$ cat src/verilog/swu_pkg.sv
/*
 * package for the stream write / mark-uncorrectable command handler:
 * opcodes, feature field positions, status and error bit positions,
 * timing counts and the carrier structs shared with the surroundings.
 * assumes a 250 MHz clock; US_CYCLES is derived from it, the 50 ms floor is not.
 */
package swu_pkg;

    localparam int unsigned CLK_MHZ          = 250;          // core clock rate
    localparam logic [7:0]  OP_STREAM_WRITE  = 8'h3b;        // streaming pio write
    localparam logic [7:0]  OP_MARK_UNC      = 8'h45;        // mark sectors uncorrectable
    // feature byte fields of the stream write
    localparam int unsigned FB_URGENT        = 7;
    localparam int unsigned FB_CONT_ERR      = 6;
    localparam int unsigned FB_FLUSH         = 5;
    localparam int unsigned FB_RESUME        = 4;
    localparam int unsigned FB_STREAM_HI     = 2;
    localparam int unsigned FB_STREAM_LO     = 0;
    // mark-uncorrectable feature nibbles
    localparam logic [3:0]  MU_PSEUDO        = 4'h5;
    localparam logic [3:0]  MU_FLAGGED       = 4'ha;
    localparam logic [3:0]  MU_LOG           = 4'h5;
    localparam logic [3:0]  MU_NOLOG         = 4'ha;
    localparam int unsigned DEVHEAD_LBA      = 6;
    // error_flags bit positions
    localparam int unsigned ER_UNC           = 6;
    localparam int unsigned ER_ID_NOT_FOUND          = 4;
    localparam int unsigned ER_ABORT         = 2;
    localparam int unsigned ER_TLO           = 0;
    // completion_status bit positions
    localparam int unsigned ST_BUSY          = 7;
    localparam int unsigned ST_READY         = 6;
    localparam int unsigned ST_STREAM_ERR    = 5;
    localparam int unsigned ST_ERR           = 0;
    localparam logic [7:0]  STATUS_RST       = 8'h40;        // ready, idle
    localparam logic [7:0]  ERROR_RST        = 8'h00;
    // time limit: one microsecond tick, 50 ms floor
    localparam int unsigned US_CYCLES        = CLK_MHZ;      // 1 us at clock rate
    localparam int unsigned LIMIT_FLOOR_MS   = 50;
    localparam logic [39:0] LIMIT_FLOOR_US   = 40'(LIMIT_FLOOR_MS * 1000);
    localparam int unsigned STREAMS          = 8;

    // task file as written by the host (current and previous bytes)
    typedef struct packed {
        logic [7:0]  feat_cur;
        logic [7:0]  feat_prev;
        logic [15:0] count;
        logic [47:0] lba;
        logic [7:0]  dev_head;
        logic [7:0]  opcode;
    } swu_taskfile_s;

    // one sector request to the media engine
    typedef struct packed {
        logic [47:0] lba;
        logic [2:0]  stream;
        logic        urgent;
    } swu_media_req_s;

    // marking request to the nonvolatile defect store
    typedef struct packed {
        logic [47:0] lba;
        logic        whole_block;   // pseudo: whole physical block
        logic        logged;        // failed reads go to error logs
        logic        clear;         // a write repairs the sector
    } swu_mark_s;

    typedef enum logic [2:0] {
        ST_IDLE, ST_XFER, ST_FLUSH, ST_MARK, ST_DONE
    } swu_state_e;

endpackage

$ cat src/verilog/swu_cmd.sv
/*
 * command handler for the streaming pio write and mark-uncorrectable commands.
 * assumes a task-file front end that strobes cmd_valid when the host writes
 * the command register, a media engine that takes one sector per handshake,
 * a nonvolatile mark store, and a per-stream configuration table.
 */
`timescale 1ns/1ps
module swu_cmd #(
    parameter int unsigned US_CYCLES = swu_pkg::US_CYCLES  // cycles per microsecond
) (
    input  wire logic                    clk,
    input  wire logic                    sys_rst,
    input  wire logic                    cmd_valid,       // host wrote command register
    input  wire swu_pkg::swu_taskfile_s  taskfile,        // registers at that write
    input  wire logic                    hob,             // high-order byte select
    input  wire logic [31:0]             time_unit_us,    // identify words 99:98
    input  wire logic [7:0]              stream_default,  // default limit of selected stream
    input  wire logic                    stream_defined,  // stream ever configured
    input  wire logic [47:0]             stream_err_lba,  // last reported error of stream
    output logic [2:0]                   stream_sel,      // stream whose settings apply
    output logic                         media_valid,     // sector write request
    output swu_pkg::swu_media_req_s      media_req,
    input  wire logic                    media_ready,
    input  wire logic                    media_err,       // with ready: sector failed
    input  wire logic                    media_err_id_not_found,  // failure was id not found
    output logic                         flush_req,       // drain stream buffer
    input  wire logic                    flush_done,
    output logic                         mark_valid,      // nonvolatile mark store request
    output swu_pkg::swu_mark_s           mark,
    input  wire logic                    mark_ready,
    input  wire logic                    mark_fail,       // store could not process
    input  wire logic                    host_write,      // any host sector write seen
    input  wire logic [47:0]             host_write_lba,
    output logic [7:0]                   error_flags,
    output logic [7:0]                   completion_status,
    output logic [7:0]                   lba_low_rd,      // sector number readback
    output logic [7:0]                   lba_mid_rd,      // cylinder low readback
    output logic [7:0]                   lba_high_rd,     // cylinder high readback
    output logic                         done_irq         // completion pulse
);

    // whole state of the handler
    typedef struct packed {
        swu_pkg::swu_state_e state;
        logic [7:0]          feat;
        logic [16:0]         left;       // sectors still to move
        logic [47:0]         lba;        // next sector
        logic [47:0]         fail_lba;   // first unrecoverable
        logic                fail_seen;
        logic                err_any;
        logic                err_id_not_found;
        logic                limited;    // a limit is enforced
        logic [39:0]         limit_us;
        logic [39:0]         used_us;
        logic [31:0]         tick;       // microsecond prescaler
        logic [7:0]          err_q;
        logic [7:0]          stat_q;
        logic                irq;
    } swu_regs_s;

    swu_regs_s r_q, r_d;
    logic [39:0] req_us;     // requested limit before floor
    logic [7:0]  prev_byte;  // chosen previous feature value
    logic        us_tick;    // one-cycle microsecond enable
    logic        expired;
    logic        mu_ok;

    // derive the requested limit; product is wide enough for 8 x 32 bits
    always_comb begin
        prev_byte = (taskfile.feat_prev != 8'h00) ? taskfile.feat_prev : stream_default;
        req_us    = 40'(prev_byte) * 40'(time_unit_us);
    end

    assign us_tick = (r_q.tick == US_CYCLES - 1);
    assign expired = r_q.limited && (r_q.used_us >= r_q.limit_us);
    assign mu_ok   = (taskfile.feat_cur[7:4] == swu_pkg::MU_PSEUDO ||
                      taskfile.feat_cur[7:4] == swu_pkg::MU_FLAGGED) &&
                     (taskfile.feat_cur[3:0] == swu_pkg::MU_LOG ||
                      taskfile.feat_cur[3:0] == swu_pkg::MU_NOLOG);

    // next-state logic
    always_comb begin
        r_d     = r_q;
        r_d.irq = 1'b0;
        // timer counts while busy, from command write to completion
        if (r_q.state != swu_pkg::ST_IDLE && r_q.state != swu_pkg::ST_DONE) begin
            r_d.tick = us_tick ? 32'h0 : r_q.tick + 32'h1;
            if (us_tick && r_q.used_us != 40'hff_ffff_ffff) begin
                r_d.used_us = r_q.used_us + 40'h1;
            end
        end
        case (r_q.state)
            swu_pkg::ST_IDLE: begin
                if (cmd_valid) begin
                    r_d.feat      = taskfile.feat_cur;
                    r_d.lba       = taskfile.lba;
                    r_d.left      = (taskfile.count == 16'h0) ? 17'h1_0000 : {1'b0, taskfile.count};
                    r_d.fail_seen = 1'b0;
                    r_d.err_any   = 1'b0;
                    r_d.err_id_not_found  = 1'b0;
                    r_d.tick      = 32'h0;
                    r_d.used_us   = 40'h0;
                    r_d.limited   = (taskfile.feat_prev != 8'h00) || (stream_defined && stream_default != 8'h00);
                    r_d.limit_us  = (req_us < swu_pkg::LIMIT_FLOOR_US) ? swu_pkg::LIMIT_FLOOR_US : req_us;
                    r_d.err_q     = swu_pkg::ERROR_RST;
                    r_d.stat_q    = 8'h00;
                    r_d.stat_q[swu_pkg::ST_BUSY] = 1'b1;
                    if (taskfile.opcode == swu_pkg::OP_STREAM_WRITE) begin
                        if (taskfile.feat_cur[swu_pkg::FB_RESUME]) begin
                            r_d.lba = stream_err_lba;
                        end
                        r_d.state = swu_pkg::ST_XFER;
                    end else if (taskfile.opcode == swu_pkg::OP_MARK_UNC &&
                                 taskfile.dev_head[swu_pkg::DEVHEAD_LBA] && mu_ok) begin
                        r_d.state = swu_pkg::ST_MARK;
                    end else begin
                        // unknown command, bad feature or lba bit clear in dev_head: abort at once
                        r_d.err_q[swu_pkg::ER_ABORT] = 1'b1;
                        r_d.stat_q = swu_pkg::STATUS_RST;
                        r_d.stat_q[swu_pkg::ST_ERR] = 1'b1;
                        r_d.irq    = 1'b1;
                        r_d.state  = swu_pkg::ST_DONE;
                    end
                end
            end
            swu_pkg::ST_XFER: begin
                if (expired) begin
                    // limit hit: stop where we are
                    r_d.err_q[swu_pkg::ER_TLO] = 1'b1;
                    r_d.stat_q = swu_pkg::STATUS_RST;
                    r_d.stat_q[swu_pkg::ST_STREAM_ERR] = 1'b1;
                    r_d.irq    = 1'b1;
                    r_d.state  = swu_pkg::ST_DONE;
                end else if (media_ready) begin
                    // errors never stop the transfer; the full count is moved
                    if (media_err) begin
                        r_d.err_any  = 1'b1;
                        r_d.err_id_not_found = r_q.err_id_not_found | media_err_id_not_found;
                        if (!r_q.fail_seen) begin
                            r_d.fail_seen = 1'b1;
                            r_d.fail_lba  = r_q.lba;
                        end
                    end
                    r_d.lba  = r_q.lba + 48'h1;
                    r_d.left = r_q.left - 17'h1;
                    if (r_q.left == 17'h1) begin
                        r_d.state = r_q.feat[swu_pkg::FB_FLUSH] ? swu_pkg::ST_FLUSH : swu_pkg::ST_DONE;
                    end
                end
                if (r_d.state == swu_pkg::ST_DONE && !expired) begin
                    r_d.irq    = 1'b1;
                    r_d.stat_q = swu_pkg::STATUS_RST;
                    if (r_d.err_any) begin
                        if (r_q.feat[swu_pkg::FB_CONT_ERR]) begin
                            r_d.stat_q[swu_pkg::ST_STREAM_ERR] = 1'b1;
                        end else begin
                            r_d.stat_q[swu_pkg::ST_ERR] = 1'b1;
                        end
                        r_d.err_q[swu_pkg::ER_ID_NOT_FOUND]  = r_d.err_id_not_found;
                        r_d.err_q[swu_pkg::ER_ABORT] = !r_d.err_id_not_found;
                    end
                end
            end
            swu_pkg::ST_FLUSH: begin
                // completion once the stream buffer is on media, or at once on time limit expiry
                if (expired) begin
                    r_d.err_q[swu_pkg::ER_TLO] = 1'b1;
                    r_d.stat_q = swu_pkg::STATUS_RST;
                    r_d.stat_q[swu_pkg::ST_STREAM_ERR] = 1'b1;
                    r_d.irq    = 1'b1;
                    r_d.state  = swu_pkg::ST_DONE;
                end else if (flush_done) begin
                    r_d.stat_q = swu_pkg::STATUS_RST;
                    if (r_q.err_any) begin
                        r_d.stat_q[r_q.feat[swu_pkg::FB_CONT_ERR] ? swu_pkg::ST_STREAM_ERR : swu_pkg::ST_ERR] = 1'b1;
                        r_d.err_q[swu_pkg::ER_ID_NOT_FOUND]  = r_q.err_id_not_found;
                        r_d.err_q[swu_pkg::ER_ABORT] = !r_q.err_id_not_found;
                    end
                    r_d.irq   = 1'b1;
                    r_d.state = swu_pkg::ST_DONE;
                end
            end
            swu_pkg::ST_MARK: begin
                if (mark_ready) begin
                    r_d.stat_q = swu_pkg::STATUS_RST;
                    if (mark_fail) begin
                        r_d.err_q[swu_pkg::ER_ABORT] = 1'b1;
                        r_d.stat_q[swu_pkg::ST_ERR]  = 1'b1;
                    end
                    r_d.irq   = 1'b1;
                    r_d.state = swu_pkg::ST_DONE;
                end
            end
            swu_pkg::ST_DONE: begin
                // status holds; next command restarts
                r_d.state = swu_pkg::ST_IDLE;
            end
            default: begin
                r_d.state = swu_pkg::ST_IDLE;
            end
        endcase
        // synchronous reset wins over every transition above
        if (sys_rst) begin
            r_d = '0;
            r_d.stat_q = swu_pkg::STATUS_RST;
            r_d.err_q  = swu_pkg::ERROR_RST;
            r_d.state  = swu_pkg::ST_IDLE;
        end
    end

    // single register stage, synchronous reset folded in above
    always_ff @(posedge clk) begin
        r_q <= r_d;
    end

    // media request, stream selection and urgency
    always_comb begin
        stream_sel        = r_q.feat[swu_pkg::FB_STREAM_HI:swu_pkg::FB_STREAM_LO];
        media_valid       = (r_q.state == swu_pkg::ST_XFER) && !expired;
        media_req.lba     = r_q.lba;
        media_req.stream  = stream_sel;
        media_req.urgent  = r_q.feat[swu_pkg::FB_URGENT];
        flush_req         = (r_q.state == swu_pkg::ST_FLUSH);
    end

    // mark store: command marks, host writes clear marks except in ST_MARK, where the command request wins
    always_comb begin
        mark_valid       = (r_q.state == swu_pkg::ST_MARK) || host_write;
        mark.clear       = (r_q.state != swu_pkg::ST_MARK);
        mark.lba         = (r_q.state == swu_pkg::ST_MARK) ? r_q.lba : host_write_lba;
        mark.whole_block = (r_q.feat[7:4] == swu_pkg::MU_PSEUDO);
        mark.logged      = (r_q.feat[3:0] == swu_pkg::MU_LOG);
        if (r_q.state == swu_pkg::ST_MARK && r_q.feat[7:4] == swu_pkg::MU_FLAGGED) begin
            mark.whole_block = 1'b0;
        end
    end

    // readback of failing address, low or high halves by select
    always_comb begin
        lba_low_rd  = hob ? r_q.fail_lba[31:24] : r_q.fail_lba[7:0];
        lba_mid_rd  = hob ? r_q.fail_lba[39:32] : r_q.fail_lba[15:8];
        lba_high_rd = hob ? r_q.fail_lba[47:40] : r_q.fail_lba[23:16];
    end

    assign error_flags       = r_q.err_q;
    assign completion_status = r_q.stat_q;
    assign done_irq          = r_q.irq;

endmodule

$ cat config.mk
export PLATFORM = sky130hd
export DESIGN_NAME = swu_cmd
export DESIGN_NICKNAME = d
export VERILOG_FILES = /design/src/verilog/swu_pkg.sv /design/src/verilog/swu_cmd.sv
export SDC_FILE = /design/constraint.sdc
export NUM_CORES = 1
export LEC_CHECK = 0
export ABC_AREA = 1
export BUFFER_PORTS_ARGS = -buffer_cell sky130_fd_sc_hd__buf_2
export CORE_ASPECT_RATIO = 1.2
export CORE_UTILIZATION = 53
export DETAILED_ROUTE_END_ITERATION = 10
export PLACE_DENSITY = 0.79
export SYNTH_ARGS = -nofsm -noshare
export SYNTH_HDL_FRONTEND = slang
export SYNTH_SLANG_ARGS = --single-unit
$ cat constraint.sdc
create_clock -name clk -period 6.76 [get_ports clk]
set_clock_uncertainty 0.1 [all_clocks]
set_input_delay 1.014 -clock clk [delete_from_list [all_inputs] [get_ports clk]]
set_output_delay 1.014 -clock clk [all_outputs]
set_load 0.02 [all_outputs]
# After elaboration in Yosys (flattened, before gate mapping)
# Index checks and enable logic that the tools add are counted.
word_totals:
  ff_bits: 252
  elab_cells: 166
classes:
  add_sub_neg: 4
  n_mul: 1
  magnitude_cmp: 4
  n_eq_ne: 34
  muxes: 69
  bitwise: 1
  reduce_logical: 36
ops:
  columns: ["cell", "count"]
  rows:
  - ["$mux W116", 3]
  - ["$mux W48", 3]
  - ["$mux W133", 1]
  - ["$pmux W65 S2", 1]
  - ["$mux W40", 2]
  - ["$mux W76", 1]
  - ["$mux W75", 1]
  - ["$mux W72", 1]
  - ["$mux W9", 6]
  - ["$mux W51", 1]
  - ["$mux W49", 1]
  - ["$add A48 B1 Y48 const B", 1]
  - ["$add A40 B1 Y40 const B", 1]
  - ["$ge A40 B40 Y1", 1]
  - ["$lt A40 B16 Y1 const B", 1]
  - ["$mul A8 B32 Y40", 1]
  - ["$mux W8", 5]
  - ["$ne A40 B40 Y1 const B", 1]
  - ["$pmux W9 S4", 1]
  - ["$mux W3", 11]
  - ["$add A32 B1 Y32 const B", 1]
  - ["$eq A32 B8 Y1 const B", 1]
  - ["$mux W32", 1]
  - ["$mux W1", 22]
  - ["other kinds (39)", 80]

# Logic depth before layout (Yosys ltp)
depth:
  ltp_word: 9
  ltp_mapped: 38

# Least setup slack after synthesis
# OpenSTA, ideal clock, no wires.
synth_timing:
  path_type: "input -> register"
  from: "input port taskfile[86] (netlist bit)"
  to: "register r_q[101] (netlist bit)"
  arrival_ns: 6.403
  setup_slack_ns: 0.136
  cell_stages: 29
  path_buffers: 2
  cell_sequence: "inv_1 nand4_1 nor3_1 nand2_1 nor2_1 nand2_1 nand2_1 clkinv_1 clkbuf_1 nor2_1 fa_1 fa_1 fa_1 inv_1 fa_1 inv_1 ha_1 a21oi_1 nand2_1 a21oi_1 nand2_2 a21oi_1 xor2_1 nand3_1 nor2_1 nand3_2 nor2_4 buf_6 o21ai_0"
synth_via:
  elab_chain_cells: 5
synth_rtl:
  columns: ["item", "line", "text"]
  rows:
  - ["start, declared", "swu_cmd.sv:14", "input wire swu_pkg::swu_taskfile_s taskfile,"]
  - ["$reduce_bool A8 Y1", "swu_cmd.sv:70", "prev_byte = (taskfile.feat_prev != 8'h00) ? taskfile.feat_prev : stream_default;"]
  - ["$mux W8 (*)", "swu_cmd.sv:70", null]
  - ["$mul A8 B32 Y40 (*)", "swu_cmd.sv:71", "req_us = 40'(prev_byte) * 40'(time_unit_us);"]
  - ["$lt A40 B16 Y1", "swu_cmd.sv:104", "r_d.limit_us = (req_us < swu_pkg::LIMIT_FLOOR_US) ? swu_pkg::LIMIT_FLOOR_US : req_us;"]
  - ["$mux W40 (*)", "swu_cmd.sv:104", null]
  - ["end signal, assigned", "swu_cmd.sv:213", "r_q <= r_d;"]
  - ["end, declared", "swu_cmd.sv:61", "swu_regs_s r_q, r_d;"]
# Mark *: on every way between the ends. The rest lies on a longest branch, timed or not.
# A chain may end at the register's enable or synchronous reset.

# Final worst setup path
layout_timing:
  from: "input port taskfile[86] (netlist bit)"
  to: "register r_q[102] (netlist bit)"
# The elaborated chain is that of the path after synthesis.

==> results.txt <==
* Run status: finished, final reports clean
- Path depth of the worst reg2reg path: 17
* Share of Yosys cell area claimed by the top area cell type: 0.204
- Critical Path Max Stage Delay: 0.54 ns
* Final net count: 4553
* Pwr Total: 9.26 mW
- Type of element launching the critical path: input pin
- Path type of the worst setup path: input pin to flop
- The first global-routing pass estimated 124 mm of wire.
- 394 I/O pins were placed.
* Layout filler cell count: 4286
- Cell Count, Final, Fillers Out: 4651
* Clock-pin transition on the worst setup and hold timing paths: 0.06 ns
- Dividing the detail-routed wire length by the instance count gives 16.9 um.
- Overflow after GRT: 0
* Leading cell types by count after synthesis: nand2_1 (688), inv_1 (565), nor2_1 (540), o21ai_0 (289), dfxtp_1 (248)
- The detail route stage leaves a number of antenna-violating nets equal to 0.
- After synthesis, the share of flip-flops with an asynchronous set or reset is 0.
* Final weighted congestion of routability-driven global placement: 1.04
* Largest area contributor in the netlist: dfxtp_1
* Final core utilization: 0.628
- Count of final setup violators: 0
* H-tree levels: 1
* Number of clock sinks: 248
* Average instance area after synthesis: 6.69 um^2
* Layout-stage area growth over the synthesis result: 16.5%
- Among all cell types in the netlist, the one instantiated most often is nand2_1.
* Clock insertion delay at the later pin of the skew report: 0.54 ns
* Initial DRC count: 1708
* Hold wc startpoint: error_flags[0]$_SDFFE_PP0P_
- Final standard cell area without fillers: 28300 um^2
- In this run the cell area measured after placement is 27300 um^2.
* Data arrival at the endpoint of the critical path: 6.67 ns
* Total leakage power: 13.5 nW
- The critical path runs through a total of 33 cells.
* Overall routed net length: 78.4 mm
* Count of different cell masters after synthesis: 53
- During placement, the flow inserted port buffers numbering 377.
- Clock tree from TritonCTS: done
* Largest net degree at the start of global routing: 97
- The via count of the first global-routing pass is 24200.
* Power per standard cell area: 327 nW/um^2
* Accumulated negative setup slack: 0 ns
- The worst pin sits at a relative slew slack of 0.354.
* Critical path required time: 7.07 ns
- Max-cap violations in this run came to 0.
- Buffering stage count on the worst path with inverters included: 9
- Tightest hold margin: 0.349 ns
- Fmax: 157 MHz
- In the routed design, unresolved DRC markers number 0.
* Worst-case setup margin in the final layout: 0.392 ns
- Subtracting the final worst setup slack from the clock period gives 6.37 ns.
* Cells after Synth: 3633
* Root buffer cell: clkbuf_16
* Peak supply drop: 0.233 mV
- 1st-pass router iterations: 6
* Number of synthesized flops with an enable pin: 0
* Dominant cells by area after synthesis: dfxtp_1 (20%), fa_1 (15%), nand2_1 (11%)
- In this run the standard cell core region covers 45100 um^2.
- Total number of vias: 25100
- Prevailing post-synth register cell: dfxtp_1
* Synthesized area: 24300 um^2
- Final Max Slew Viols: 0
- Crit path max-delay family: adder cells
* Die X: 198 um
- The number of antenna violations at the first check in global routing is 2.
* Yosys warns: 0
- Number of synthesized register bits: 248
* Sequential area share after synthesis: 0.204
* Final hold violation count: 0
* Count of placed standard cells including taps: 4603
- The worst setup path is captured at a flop.
- Worst slack at placement: -0.287 ns
- At the pin with the least slew margin, the transition time is 0.963 ns.
- The number of hold buffers added after CTS was 0.
- The slowest stage of the critical path is the fa_1 cell.
- The critical path starts at taskfile[86].
* Final clock period utilization by the worst path: 0.942
- The die is 237 um tall.
- Along the worst hold path, the cell count comes to 2.
- Number of CTS-inserted buffers: 24
- Dividing the detail-routed via count by the number of cells gives 5.39.
- The wire-length estimate of the detail-placed layout is 62.4 mm.
* Hold Crit Class: flop to flop
- The longest clock path from root to sink contains 3 buffers.
* Cell occurring most often along the worst timing path: nand2_1
* Total global-route track usage: 0.333
* Largest driver fanout on the critical path: 16
* Fraction of final layout cells with drive strength greater than 1: 0.176
- After floorplanning, the core was divided into 85 placement rows.
- The die covers 46700 um^2.
* R2R Path Start: r_q[49]$_SDFF_PP0_
- For this configuration, the core starts out at a cell density of 0.539.
[placed cells by master (no fill, tap or decap), drive strengths merged, types with 7 or more instances in the layout]
cell type  count
clkinv         9
nand4         44
nor3          84
inv          574
mux2          24
clkbuf        36
dfxtp        248
o21a          60
o22ai         22
nor2         564
conb           9
fa           180
a31oi          8
o21bai         8
a211oi        11
nand3b        11
xnor2         12
nor3b          7
nand3        127
o21ai        290
buf          543
ha           106
nor4          45
xor2          74
a21oi        212
nand2        702
[layer usage]
layer,global-route usage,vias up,part of all wire
li1,-,12200,-
met1,0.361,11500,0.36
met2,0.595,1050,0.49
met3,0.0447,300,0.067
met4,0.234,0,0.080
met5,0,-,0
[final cells by class]
| type | instances | area [um^2] | area share |
|---|---|---|---|
| Multi-Input combinational cell | 2625 | 16300 | 0.577 |
| Sequential cell | 248 | 4960 | 0.175 |
| Inverter | 581 | 2180 | 0.0770 |
| Tap cell | 609 | 762 | 0.0269 |
| Timing Repair Buffer | 543 | 3210 | 0.113 |
| Clock buffer | 36 | 737 | 0.0260 |
| Antenna cell | 2 | 5.00 | 0.000177 |
| Clock inverter | 7 | 138 | 0.00486 |
[kinds of logic after synthesis]
logic type / count (synthesis) / share of synthesized area
AOI/OAI and AO/OA: 626 / 0.141
xor gates and xnor gates: 86 / 0.0313
adders and majority gates: 286 / 0.203
buffers and inverters: 768 / 0.132
DFF: 248 / 0.204
muxes: 24 / 0.0111
other: 1 / 0.000154
and+or+nand+nor: 1594 / 0.278
[worst reg2reg max path: cells and delay by family, from the launching register on]
kind            cells  cell delay (ns)
compound gates      3             0.58
flops               1             0.41
buf+inv             2             0.74
simple gates       11             1.60
fa+ha+maj           1             0.31
[sequential cells by signal, summed over array words and instances, names as in the netlist]
register	count
completion_status	4
r_q	188
error_flags	3
media_req	52
done_irq	1
[power by group]
part           internal [mW]  switching, mW
clock network          0.904          0.597
logic                   2.76           3.35
registers               1.57         0.0803
[path summary, 6_finish.rpt]
check	to	slack, ns
max reg2reg	media_req[15]$_SDFFE_PP0P_	2.98
max	r_q[102]$_SDFFE_PP0P_	0.39
min reg2reg	error_flags[0]$_SDFFE_PP0P_	0.35
min	error_flags[0]$_SDFFE_PP0P_	0.35
[what timing repair did]
action | 4_1_cts | 5_1_grt
setup endpoints to repair | 0 | 16
buffers inserted | 0 | 3
resized for setup | 0 | 41
No activity file was read; power rests on OpenSTA's default activity.
